--- src/shared/ftcr_map.svh ---
/*
  Register addresses, maxima, reset values and timing figures of the flash and
  torch control bank. Assumes a 50 MHz core clock.
*/
`ifndef FTCR_MAP_SVH
`define FTCR_MAP_SVH

// ==========================================================================
// Register addresses
`define FTCR_ADDR_FLASH 3'h1
`define FTCR_ADDR_TORCH 3'h2
`define FTCR_ADDR_TIMEOUT 3'h3
`define FTCR_ADDR_LOWSUP 3'h4
`define FTCR_ADDR_STTH 3'h5

// ==========================================================================
// Largest legal value per register
`define FTCR_MAX_FLASH 6'h1f
`define FTCR_MAX_TORCH 6'h1f
`define FTCR_MAX_TIMEOUT 6'h07
`define FTCR_MAX_LOWSUP 6'h09
`define FTCR_MAX_STTH 6'h05

// ==========================================================================
// Reset values
`define FTCR_RST_FLASH 5'h04
`define FTCR_RST_TORCH 5'h04
`define FTCR_RST_TIMEOUT 3'h7
`define FTCR_RST_LOWSUP 4'h1

// ==========================================================================
// Field positions
`define FTCR_ON_BIT 4
`define FTCR_CODE_MSB 3

// ==========================================================================
// Current and voltage tables
`define FTCR_FLASH_TOP_MA 11'h4b0
`define FTCR_FLASH_STEP_MA 11'h032
`define FTCR_FLASH_C14_MA 11'h190
`define FTCR_FLASH_C15_MA 11'h0fa
`define FTCR_TORCH_TOP_DMA 12'hbb8
`define FTCR_TORCH_STEP_DMA 12'h07d
`define FTCR_TORCH_C14_DMA 12'h3e8
`define FTCR_TORCH_C15_DMA 12'h271
`define FTCR_LOWSUP_BASE_MV 12'hb54
`define FTCR_LOWSUP_STEP_MV 12'h064
`define FTCR_LAST_LINEAR_CODE 4'hd

// ==========================================================================
// Timing
`define FTCR_CLK_MHZ 50
`define FTCR_TIMEOUT_STEP_US 156250
`define FTCR_TIMEOUT_STEP_CYCLES (`FTCR_TIMEOUT_STEP_US * `FTCR_CLK_MHZ)

`endif

--- src/shared/ftcr_pkg.sv ---
/*
  Types shared by the flash and torch control bank.
  Assumes ftcr_map.svh holds the numeric constants.
*/
package ftcr_pkg;
  typedef logic [4:0] ftcr_word_type;
  typedef logic [3:0] ftcr_code_type;
  typedef logic [2:0] ftcr_addr_type;
  typedef logic [5:0] ftcr_data_type;
  typedef enum logic [1:0] {FTCR_IDLE, FTCR_DRIVING, FTCR_EXPIRED} ftcr_timer_type;
endpackage

--- src/core/ftcr_core.sv ---
/*
  Write-only control bank of a flash LED driver: takes decoded address/data
  frames, holds the four control words, decodes them into currents, a timeout and a supply threshold, runs the
  safety timer and the low-supply cutoff.
  Assumes the single-wire framer runs on clk, pulses frame_valid once per
  complete frame and raises shutdown_req in the low-power state.
*/
`timescale 1ns/1ps
`include "ftcr_map.svh"

// Notes on behaviour
// Flash 0-15 loads code, flash stays off
// Flash 16-31 loads code and enables flash
// Flash bit 4 enable, bits 3:0 code
// Flash code maps 1.200A down to 0.250A
// Torch 0-15 loads code only
// Torch 16-31 loads code and enables torch
// Torch enable bit zero keeps torch off
// Torch bit 4 enable, bits 3:0 code
// Torch code maps 300.0mA down to 62.5mA
// Safety timer runs only above threshold current
// Timeout is 156.25ms times code plus one
// Below threshold: low flag, driver disabled
// Low-supply code 0 off, 1-9 3.0-3.8V
// Flash and torch words reset to 4
// Timeout resets to 7, low-supply to 1
// Over-maximum data discards whole frame
// Addresses: flash 1, torch 2, timeout 3, low-supply 4
// Shutdown returns all registers to defaults
// Registers change only on complete valid frame; the code also reloads the defaults on shutdown_req without a frame

module ftcr_core
  import ftcr_pkg::*;
#(
  parameter int unsigned TIMEOUT_STEP_CYCLES = `FTCR_TIMEOUT_STEP_CYCLES
) (
  // Clock and reset
  input wire logic clk,
  input wire logic rst_b,
  // Frame from the single-wire framer
  input wire logic frame_valid,
  input wire ftcr_addr_type frame_addr,
  input wire ftcr_data_type frame_data,
  input wire logic shutdown_req,
  // Analog status inputs, asynchronous
  input wire logic supply_below_th,
  input wire logic led_above_th,
  // Register contents
  output logic flash_on_bit,
  output ftcr_code_type flash_level_code,
  output logic torch_on_bit,
  output ftcr_code_type torch_level_code,
  output logic [2:0] safety_timeout_code,
  output ftcr_code_type low_supply_code,
  // Decoded settings
  output logic [10:0] flash_current_ma,
  output logic [11:0] torch_current_dma,
  output logic [20:0] timeout_us,
  output logic low_supply_enable,
  output logic [11:0] low_supply_mv,
  // Status and drive
  output logic frame_reject,
  output logic low_supply_flag,
  output logic safety_expired,
  output logic flash_drive_en,
  output logic torch_drive_en
);

  // ========================================================================
  // Decode tables
  function automatic logic [10:0] flash_ma(input ftcr_code_type c);
    logic [10:0] r;
    r = `FTCR_FLASH_TOP_MA - 11'(`FTCR_FLASH_STEP_MA * 11'(c));
    if (c == 4'he) begin
      r = `FTCR_FLASH_C14_MA;
    end else if (c == 4'hf) begin
      r = `FTCR_FLASH_C15_MA;
    end
    return r;
  endfunction

  function automatic logic [11:0] torch_dma(input ftcr_code_type c);
    logic [11:0] r;
    r = `FTCR_TORCH_TOP_DMA - 12'(`FTCR_TORCH_STEP_DMA * 12'(c));
    if (c == 4'he) begin
      r = `FTCR_TORCH_C14_DMA;
    end else if (c == 4'hf) begin
      r = `FTCR_TORCH_C15_DMA;
    end
    return r;
  endfunction

  // ========================================================================
  // Synchronisers for the analog comparators
  logic below_s1_q, below_s2_q, above_s1_q, above_s2_q;

  always_ff @(posedge clk or negedge rst_b) begin
    if (!rst_b) begin
      below_s1_q <= 1'b0;
      below_s2_q <= 1'b0;
      above_s1_q <= 1'b0;
      above_s2_q <= 1'b0;
    end else begin
      below_s1_q <= supply_below_th;
      below_s2_q <= below_s1_q;
      above_s1_q <= led_above_th;
      above_s2_q <= above_s1_q;
    end
  end

  // ========================================================================
  // Register file
  ftcr_word_type flash_q, flash_d, torch_q, torch_d;
  logic [2:0] tmo_q, tmo_d;
  ftcr_code_type lows_q, lows_d;
  logic reject_q, reject_d;
  logic [10:0] fma_q, fma_d;
  logic [11:0] tdma_q, tdma_d, lmv_q, lmv_d;
  logic [20:0] tus_q, tus_d;
  logic lsen_q, lsen_d;

  always_comb begin
    flash_d = flash_q;
    torch_d = torch_q;
    tmo_d = tmo_q;
    lows_d = lows_q;
    reject_d = 1'b0;
    if (shutdown_req) begin
      flash_d = `FTCR_RST_FLASH;
      torch_d = `FTCR_RST_TORCH;
      tmo_d = `FTCR_RST_TIMEOUT;
      lows_d = `FTCR_RST_LOWSUP;
    end else if (frame_valid) begin
      case (frame_addr)
        `FTCR_ADDR_FLASH: begin
          if (frame_data > `FTCR_MAX_FLASH) begin
            reject_d = 1'b1;
          end else begin
            flash_d = frame_data[4:0];
          end
        end
        `FTCR_ADDR_TORCH: begin
          if (frame_data > `FTCR_MAX_TORCH) begin
            reject_d = 1'b1;
          end else begin
            torch_d = frame_data[4:0];
          end
        end
        `FTCR_ADDR_TIMEOUT: begin
          if (frame_data > `FTCR_MAX_TIMEOUT) begin
            reject_d = 1'b1;
          end else begin
            tmo_d = frame_data[2:0];
          end
        end
        `FTCR_ADDR_LOWSUP: begin
          if (frame_data > `FTCR_MAX_LOWSUP) begin
            reject_d = 1'b1;
          end else begin
            lows_d = frame_data[3:0];
          end
        end
        // Threshold register lives elsewhere; only its range is checked here
        `FTCR_ADDR_STTH: begin
          reject_d = (frame_data > `FTCR_MAX_STTH);
        end
        default: begin
          reject_d = 1'b1;
        end
      endcase
    end
    // Decoded values follow the stored words one cycle later
    fma_d = flash_ma(flash_q[`FTCR_CODE_MSB:0]);
    tdma_d = torch_dma(torch_q[`FTCR_CODE_MSB:0]);
    tus_d = 21'(`FTCR_TIMEOUT_STEP_US * (32'(tmo_q) + 32'd1));
    lsen_d = (lows_q != 4'h0);
    lmv_d = `FTCR_LOWSUP_BASE_MV + 12'(`FTCR_LOWSUP_STEP_MV * 12'(lows_q));
  end

  always_ff @(posedge clk or negedge rst_b) begin
    if (!rst_b) begin
      flash_q <= `FTCR_RST_FLASH;
      torch_q <= `FTCR_RST_TORCH;
      tmo_q <= `FTCR_RST_TIMEOUT;
      lows_q <= `FTCR_RST_LOWSUP;
      reject_q <= 1'b0;
      fma_q <= 11'h000;
      tdma_q <= 12'h000;
      tus_q <= 21'h00_0000;
      lsen_q <= 1'b0;
      lmv_q <= 12'h000;
    end else begin
      flash_q <= flash_d;
      torch_q <= torch_d;
      tmo_q <= tmo_d;
      lows_q <= lows_d;
      reject_q <= reject_d;
      fma_q <= fma_d;
      tdma_q <= tdma_d;
      tus_q <= tus_d;
      lsen_q <= lsen_d;
      lmv_q <= lmv_d;
    end
  end

  // ========================================================================
  // Low-supply cutoff
  logic lowf_q, lowf_d;

  always_comb begin
    lowf_d = below_s2_q && (lows_q != 4'h0);
  end

  always_ff @(posedge clk or negedge rst_b) begin
    if (!rst_b) begin
      lowf_q <= 1'b0;
    end else begin
      lowf_q <= lowf_d;
    end
  end

  // ========================================================================
  // Safety timer
  // A step prescaler plus a step count keeps the counter narrow; the
  // prescaler clears in FTCR_IDLE, so there is no step of latency spread and the timeout is exact.
  ftcr_timer_type tst_q, tst_d;
  logic [22:0] pre_q, pre_d;
  logic [2:0] stp_q, stp_d;
  logic active;

  assign active = flash_q[`FTCR_ON_BIT] || torch_q[`FTCR_ON_BIT];

  always_comb begin
    tst_d = tst_q;
    pre_d = pre_q;
    stp_d = stp_q;
    case (tst_q)
      FTCR_IDLE: begin
        pre_d = 23'h00_0000;
        stp_d = 3'h0;
        if (active && above_s2_q && !lowf_q) begin
          tst_d = FTCR_DRIVING;
        end
      end
      FTCR_DRIVING: begin
        if (!active) begin
          tst_d = FTCR_IDLE;
        end else if (above_s2_q) begin
          if (pre_q == 23'(TIMEOUT_STEP_CYCLES - 1)) begin
            pre_d = 23'h00_0000;
            if (stp_q == tmo_q) begin
              tst_d = FTCR_EXPIRED;
            end else begin
              stp_d = stp_q + 3'h1;
            end
          end else begin
            pre_d = pre_q + 23'h00_0001;
          end
        end
      end
      FTCR_EXPIRED: begin
        // Held off until both enables drop, so the host must re-arm
        if (!active) begin
          tst_d = FTCR_IDLE;
        end
      end
      default: begin
        tst_d = FTCR_IDLE;
      end
    endcase
  end

  always_ff @(posedge clk or negedge rst_b) begin
    if (!rst_b) begin
      tst_q <= FTCR_IDLE;
      pre_q <= 23'h00_0000;
      stp_q <= 3'h0;
    end else begin
      tst_q <= tst_d;
      pre_q <= pre_d;
      stp_q <= stp_d;
    end
  end

  // ========================================================================
  // Outputs
  assign flash_on_bit = flash_q[`FTCR_ON_BIT];
  assign flash_level_code = flash_q[`FTCR_CODE_MSB:0];
  assign torch_on_bit = torch_q[`FTCR_ON_BIT];
  assign torch_level_code = torch_q[`FTCR_CODE_MSB:0];
  assign safety_timeout_code = tmo_q;
  assign low_supply_code = lows_q;
  assign flash_current_ma = fma_q;
  assign torch_current_dma = tdma_q;
  assign timeout_us = tus_q;
  assign low_supply_enable = lsen_q;
  assign low_supply_mv = lmv_q;
  assign frame_reject = reject_q;
  assign low_supply_flag = lowf_q;
  assign safety_expired = (tst_q == FTCR_EXPIRED);
  assign flash_drive_en = flash_q[`FTCR_ON_BIT] && !lowf_q && !safety_expired;
  assign torch_drive_en = torch_q[`FTCR_ON_BIT] && !lowf_q && !safety_expired;

endmodule

--- config.mk ---
export PLATFORM = sky130hd
export DESIGN_NAME = ftcr_core
export DESIGN_NICKNAME = d
export VERILOG_FILES = /design/src/shared/ftcr_pkg.sv /design/src/core/ftcr_core.sv
export VERILOG_INCLUDE_DIRS = /design/src /design/src/shared
export SDC_FILE = /design/constraint.sdc
export NUM_CORES = 1
export LEC_CHECK = 0
export BUFFER_PORTS_ARGS = -buffer_cell sky130_fd_sc_hd__buf_2
export CAP_MARGIN = 10
export CORE_ASPECT_RATIO = 0.8
export CORE_MARGIN = 8
export CORE_UTILIZATION = 50
export DETAILED_ROUTE_END_ITERATION = 10
export MAX_ROUTING_LAYER = met4
export PLACE_DENSITY = 0.76
export SLEW_MARGIN = 20
export SYNTH_ARGS = -nofsm -noshare
export SYNTH_HDL_FRONTEND = slang
export SYNTH_SLANG_ARGS = --single-unit
--- constraint.sdc ---
create_clock -name clk -period 4.01 [get_ports clk]
set_input_delay 0.2005 -clock clk [delete_from_list [all_inputs] [get_ports clk]]
set_output_delay 0.2005 -clock clk [all_outputs]
set_load 0.01 [all_outputs]
==> impl_results.md <==
* Final wirelength at 14.4 mm
* Status: complete, no violations
* Max_slew headroom at 0.280
* Ports at 94
* Maximum vdd ir drop at about 260 uV
* CP endpoint kind: flop
* Number of enable flip-flop cells after synthesis at 0
* Vias at 4875
* Crit-path max FO at 10
* Total grt overflow at 0
* Total CTS buffers at 9
* Commonest non-fill, non-tap cell in the layout: dfrtp_1
* Die Y at 116 um
* RSZ-0062 raised after global routing: false
* Clk sinks at 104
* Most frequent cells in the layout: dfrtp_1, buf_2, ha_1
* Area of the multi-input gates at about 0.0034 mm^2
* Starting density of the core at 0.515
* Clock buffer depth at 2
* Setup violators final at 0
* Finished Core Util at 0.593
* Post-CTS Hold Fix Bufs at 2
* Total power at about 2.1 mW
* Final min period at 3.63 ns
* First-pass DRT Iterations at 5
* Post-synth ARST share at 1.00
* Dpl cell area at 0.00692 mm^2
* Routed Antenna Nets at 0
* Worst hold path class: in -> reg
* Sequential-to-total area share from yosys stat at 0.414
* Nets at between 800 and 900
* Initial antenna violation count at 0
* Reg2reg path depth at 10
* Achievable Freq at approximately 0.28 GHz
* Clk Latency, worst-skew pair at 0.35 ns
* LEAKAGE at approximately 3.5 nW
* Die Area at about 0.016 mm^2
* Final Max Slew Viols at 0
* Power density over the cells at approximately 290 mW/mm^2
* Pin count of the biggest net entering global routing at 77
* Post-Syn Area at roughly 0.0063 mm^2
* Crit share post-route at 0.906
* Clock transition at path regs at ~0.07 ns
* Filler cells at between 1000 and 1500
* Synth Flop Type: dfrtp_1
* Hold-critical path depth at 2
* CTS H-tree depth at 3
* Syn. warnings at 0
* N_diodes at 0
* Vias in the first global route at 4924
* Max_cap viols at 0
* Core Region at 0.0123 mm^2
* Via density at 5.46
* Critical Path RT at around 4.3 ns
* CP Launch Type: flop
* CTS tree: done
* Ratio of cells with drive above 1 in the final layout at 0.168
* Syn Area/Cell at a little over 10 um^2
* R2r setup slk at 0.38 ns
* # Post-CTS Setup Buffers at 0
* GRT Overall Usage at 0.187
* IO buf count at a little under 90
* Skew final at about 0.0073 ns
* GP Congestion at 0.829
* 1st-iter DRT viols at 410
* Library cells used by synthesis at 57
* Drt wl/cell at 16.1 um
* R2R Path End: timeout_us[17]
* Die width at between 100 and 150 um
* Hold_sp: frame_valid
* Area delta synth->final at 15.2%
* Endpoint, Worst Hold: frame_reject
* Storage element area at 0.00261 mm^2
* DRC violations left at 0
* First-pass GRT wire length at 24.2 mm
* Synthesis-stage register bit count at around 100
* Root Driver: clkbuf_16
* Setup_tns at 0 ns
* Synthesized instance count at 626
* RR Startpoint: safety_timeout_code[0]
* Site row count at 36
* Hpwl dp at roughly 11 mm
* Final instance area at between 0.007 and 0.008 mm^2
* Critical path arrival at approximately 4 ns
* Final Hold Viols at 0
* Critical path type: reg -> reg
* Cts repair resizes at 0
* Worst-Margin Slew at between 1 and 1.5 ns
cells by family after synthesis:
| kind of cell | Yosys count | share of synthesized area |
|---|---|---|
| AND/OR/NAND/NOR | 184 | 0.148 |
| AO/OA/AOI/OAI | 121 | 0.124 |
| flip-flops | 104 | 0.414 |
| adder cells (fa/ha/maj) | 85 | 0.179 |
| buffers and inverters | 69 | 0.0439 |
| XOR/XNOR | 41 | 0.0570 |
| multiplexers | 21 | 0.0335 |
| other | 1 | 0.000595 |
final cells by class:
cell class / instances / share of cell area
Clock inverter: 6 / 0.00603
Timing Repair Buffer: 95 / 0.0717
Inverter: 51 / 0.0264
Sequential cell: 104 / 0.359
Multi-Input combinational cell: 456 / 0.474
Clock buffer: 10 / 0.0329
Tap cell: 171 / 0.0295
how the worst max path moves through the flow:
stage                                 startpoint              to  slack [ns]
final                     safety_timeout_code[0]  timeout_us[17]        0.38
after global routing      safety_timeout_code[0]  timeout_us[17]        0.15
after CTS                 safety_timeout_code[0]  timeout_us[17]        0.39
after detailed placement  safety_timeout_code[0]  timeout_us[17]        0.43
after global placement    safety_timeout_code[0]  timeout_us[17]        0.53
after floorplan           safety_timeout_code[0]  timeout_us[11]        0.66
registers in the layout, indices dropped and copies added (netlist names):
name / cells
pre_q: 23
timeout_us: 20
torch_current_dma: 12
flash_current_ma: 10
low_supply_mv: 10
flash_q: 5
torch_q: 5
low_supply_code: 4
safety_timeout_code: 3
stp_q: 3
tst_q: 2
above_s1_q: 1
above_s2_q: 1
below_s1_q: 1
below_s2_q: 1
frame_reject: 1
low_supply_enable: 1
low_supply_flag: 1
through the flow:
stage | hold WS [ns] | instances | setup slack [ns]
after CTS | 0.0481 | 891 | 0.386
after global placement | 0.311 | 873 | 0.530
final | 0.109 | 893 | 0.378
after detailed placement | 0.310 | 873 | 0.429
after floorplan | -0.0951 | 629 | 0.659
after global routing | 0.104 | 893 | 0.148
cell usage after synthesis (all sizes together) (13+ instances only):
| master | n | area [um^2] |
|---|---|---|
| a31oi | 18 | 113 |
| dfrtp | 98 | 2450 |
| a21oi | 30 | 150 |
| mux2i | 20 | 200 |
| xnor2 | 30 | 263 |
| nand3 | 15 | 75.1 |
| nand2 | 49 | 184 |
| o21ai | 26 | 130 |
| nor2 | 46 | 173 |
| inv | 51 | 191 |
| and2 | 13 | 82.6 |
| ha | 76 | 951 |
layer usage:
metal	vias up	track usage	routed length [um]
li1	2362	-	-
met1	2346	0.241	6810
met2	152	0.295	6620
met3	15	0.0380	764
met4	0	0.0578	204
met5	-	-	0
power by group:
group / switching [mW] / internal, mW / total (mW)
Sequential: 0.0115 / 1.08 / 1.09
Combinational: 0.111 / 0.0770 / 0.188
Clock: 0.390 / 0.440 / 0.830
worst max-delay path: stages (launching register included):
cell and delay (ns):
dfstp_2 0.64, inv_1 0.24, ha_1 0.61, ha_1 0.33
ha_1 0.31, ha_1 0.37, and2_0 0.18, o21ai_0 0.27
nand3_1 0.21, a32oi_1 0.25, xnor2_1 0.15
Power figures use the tool's default switching activity.
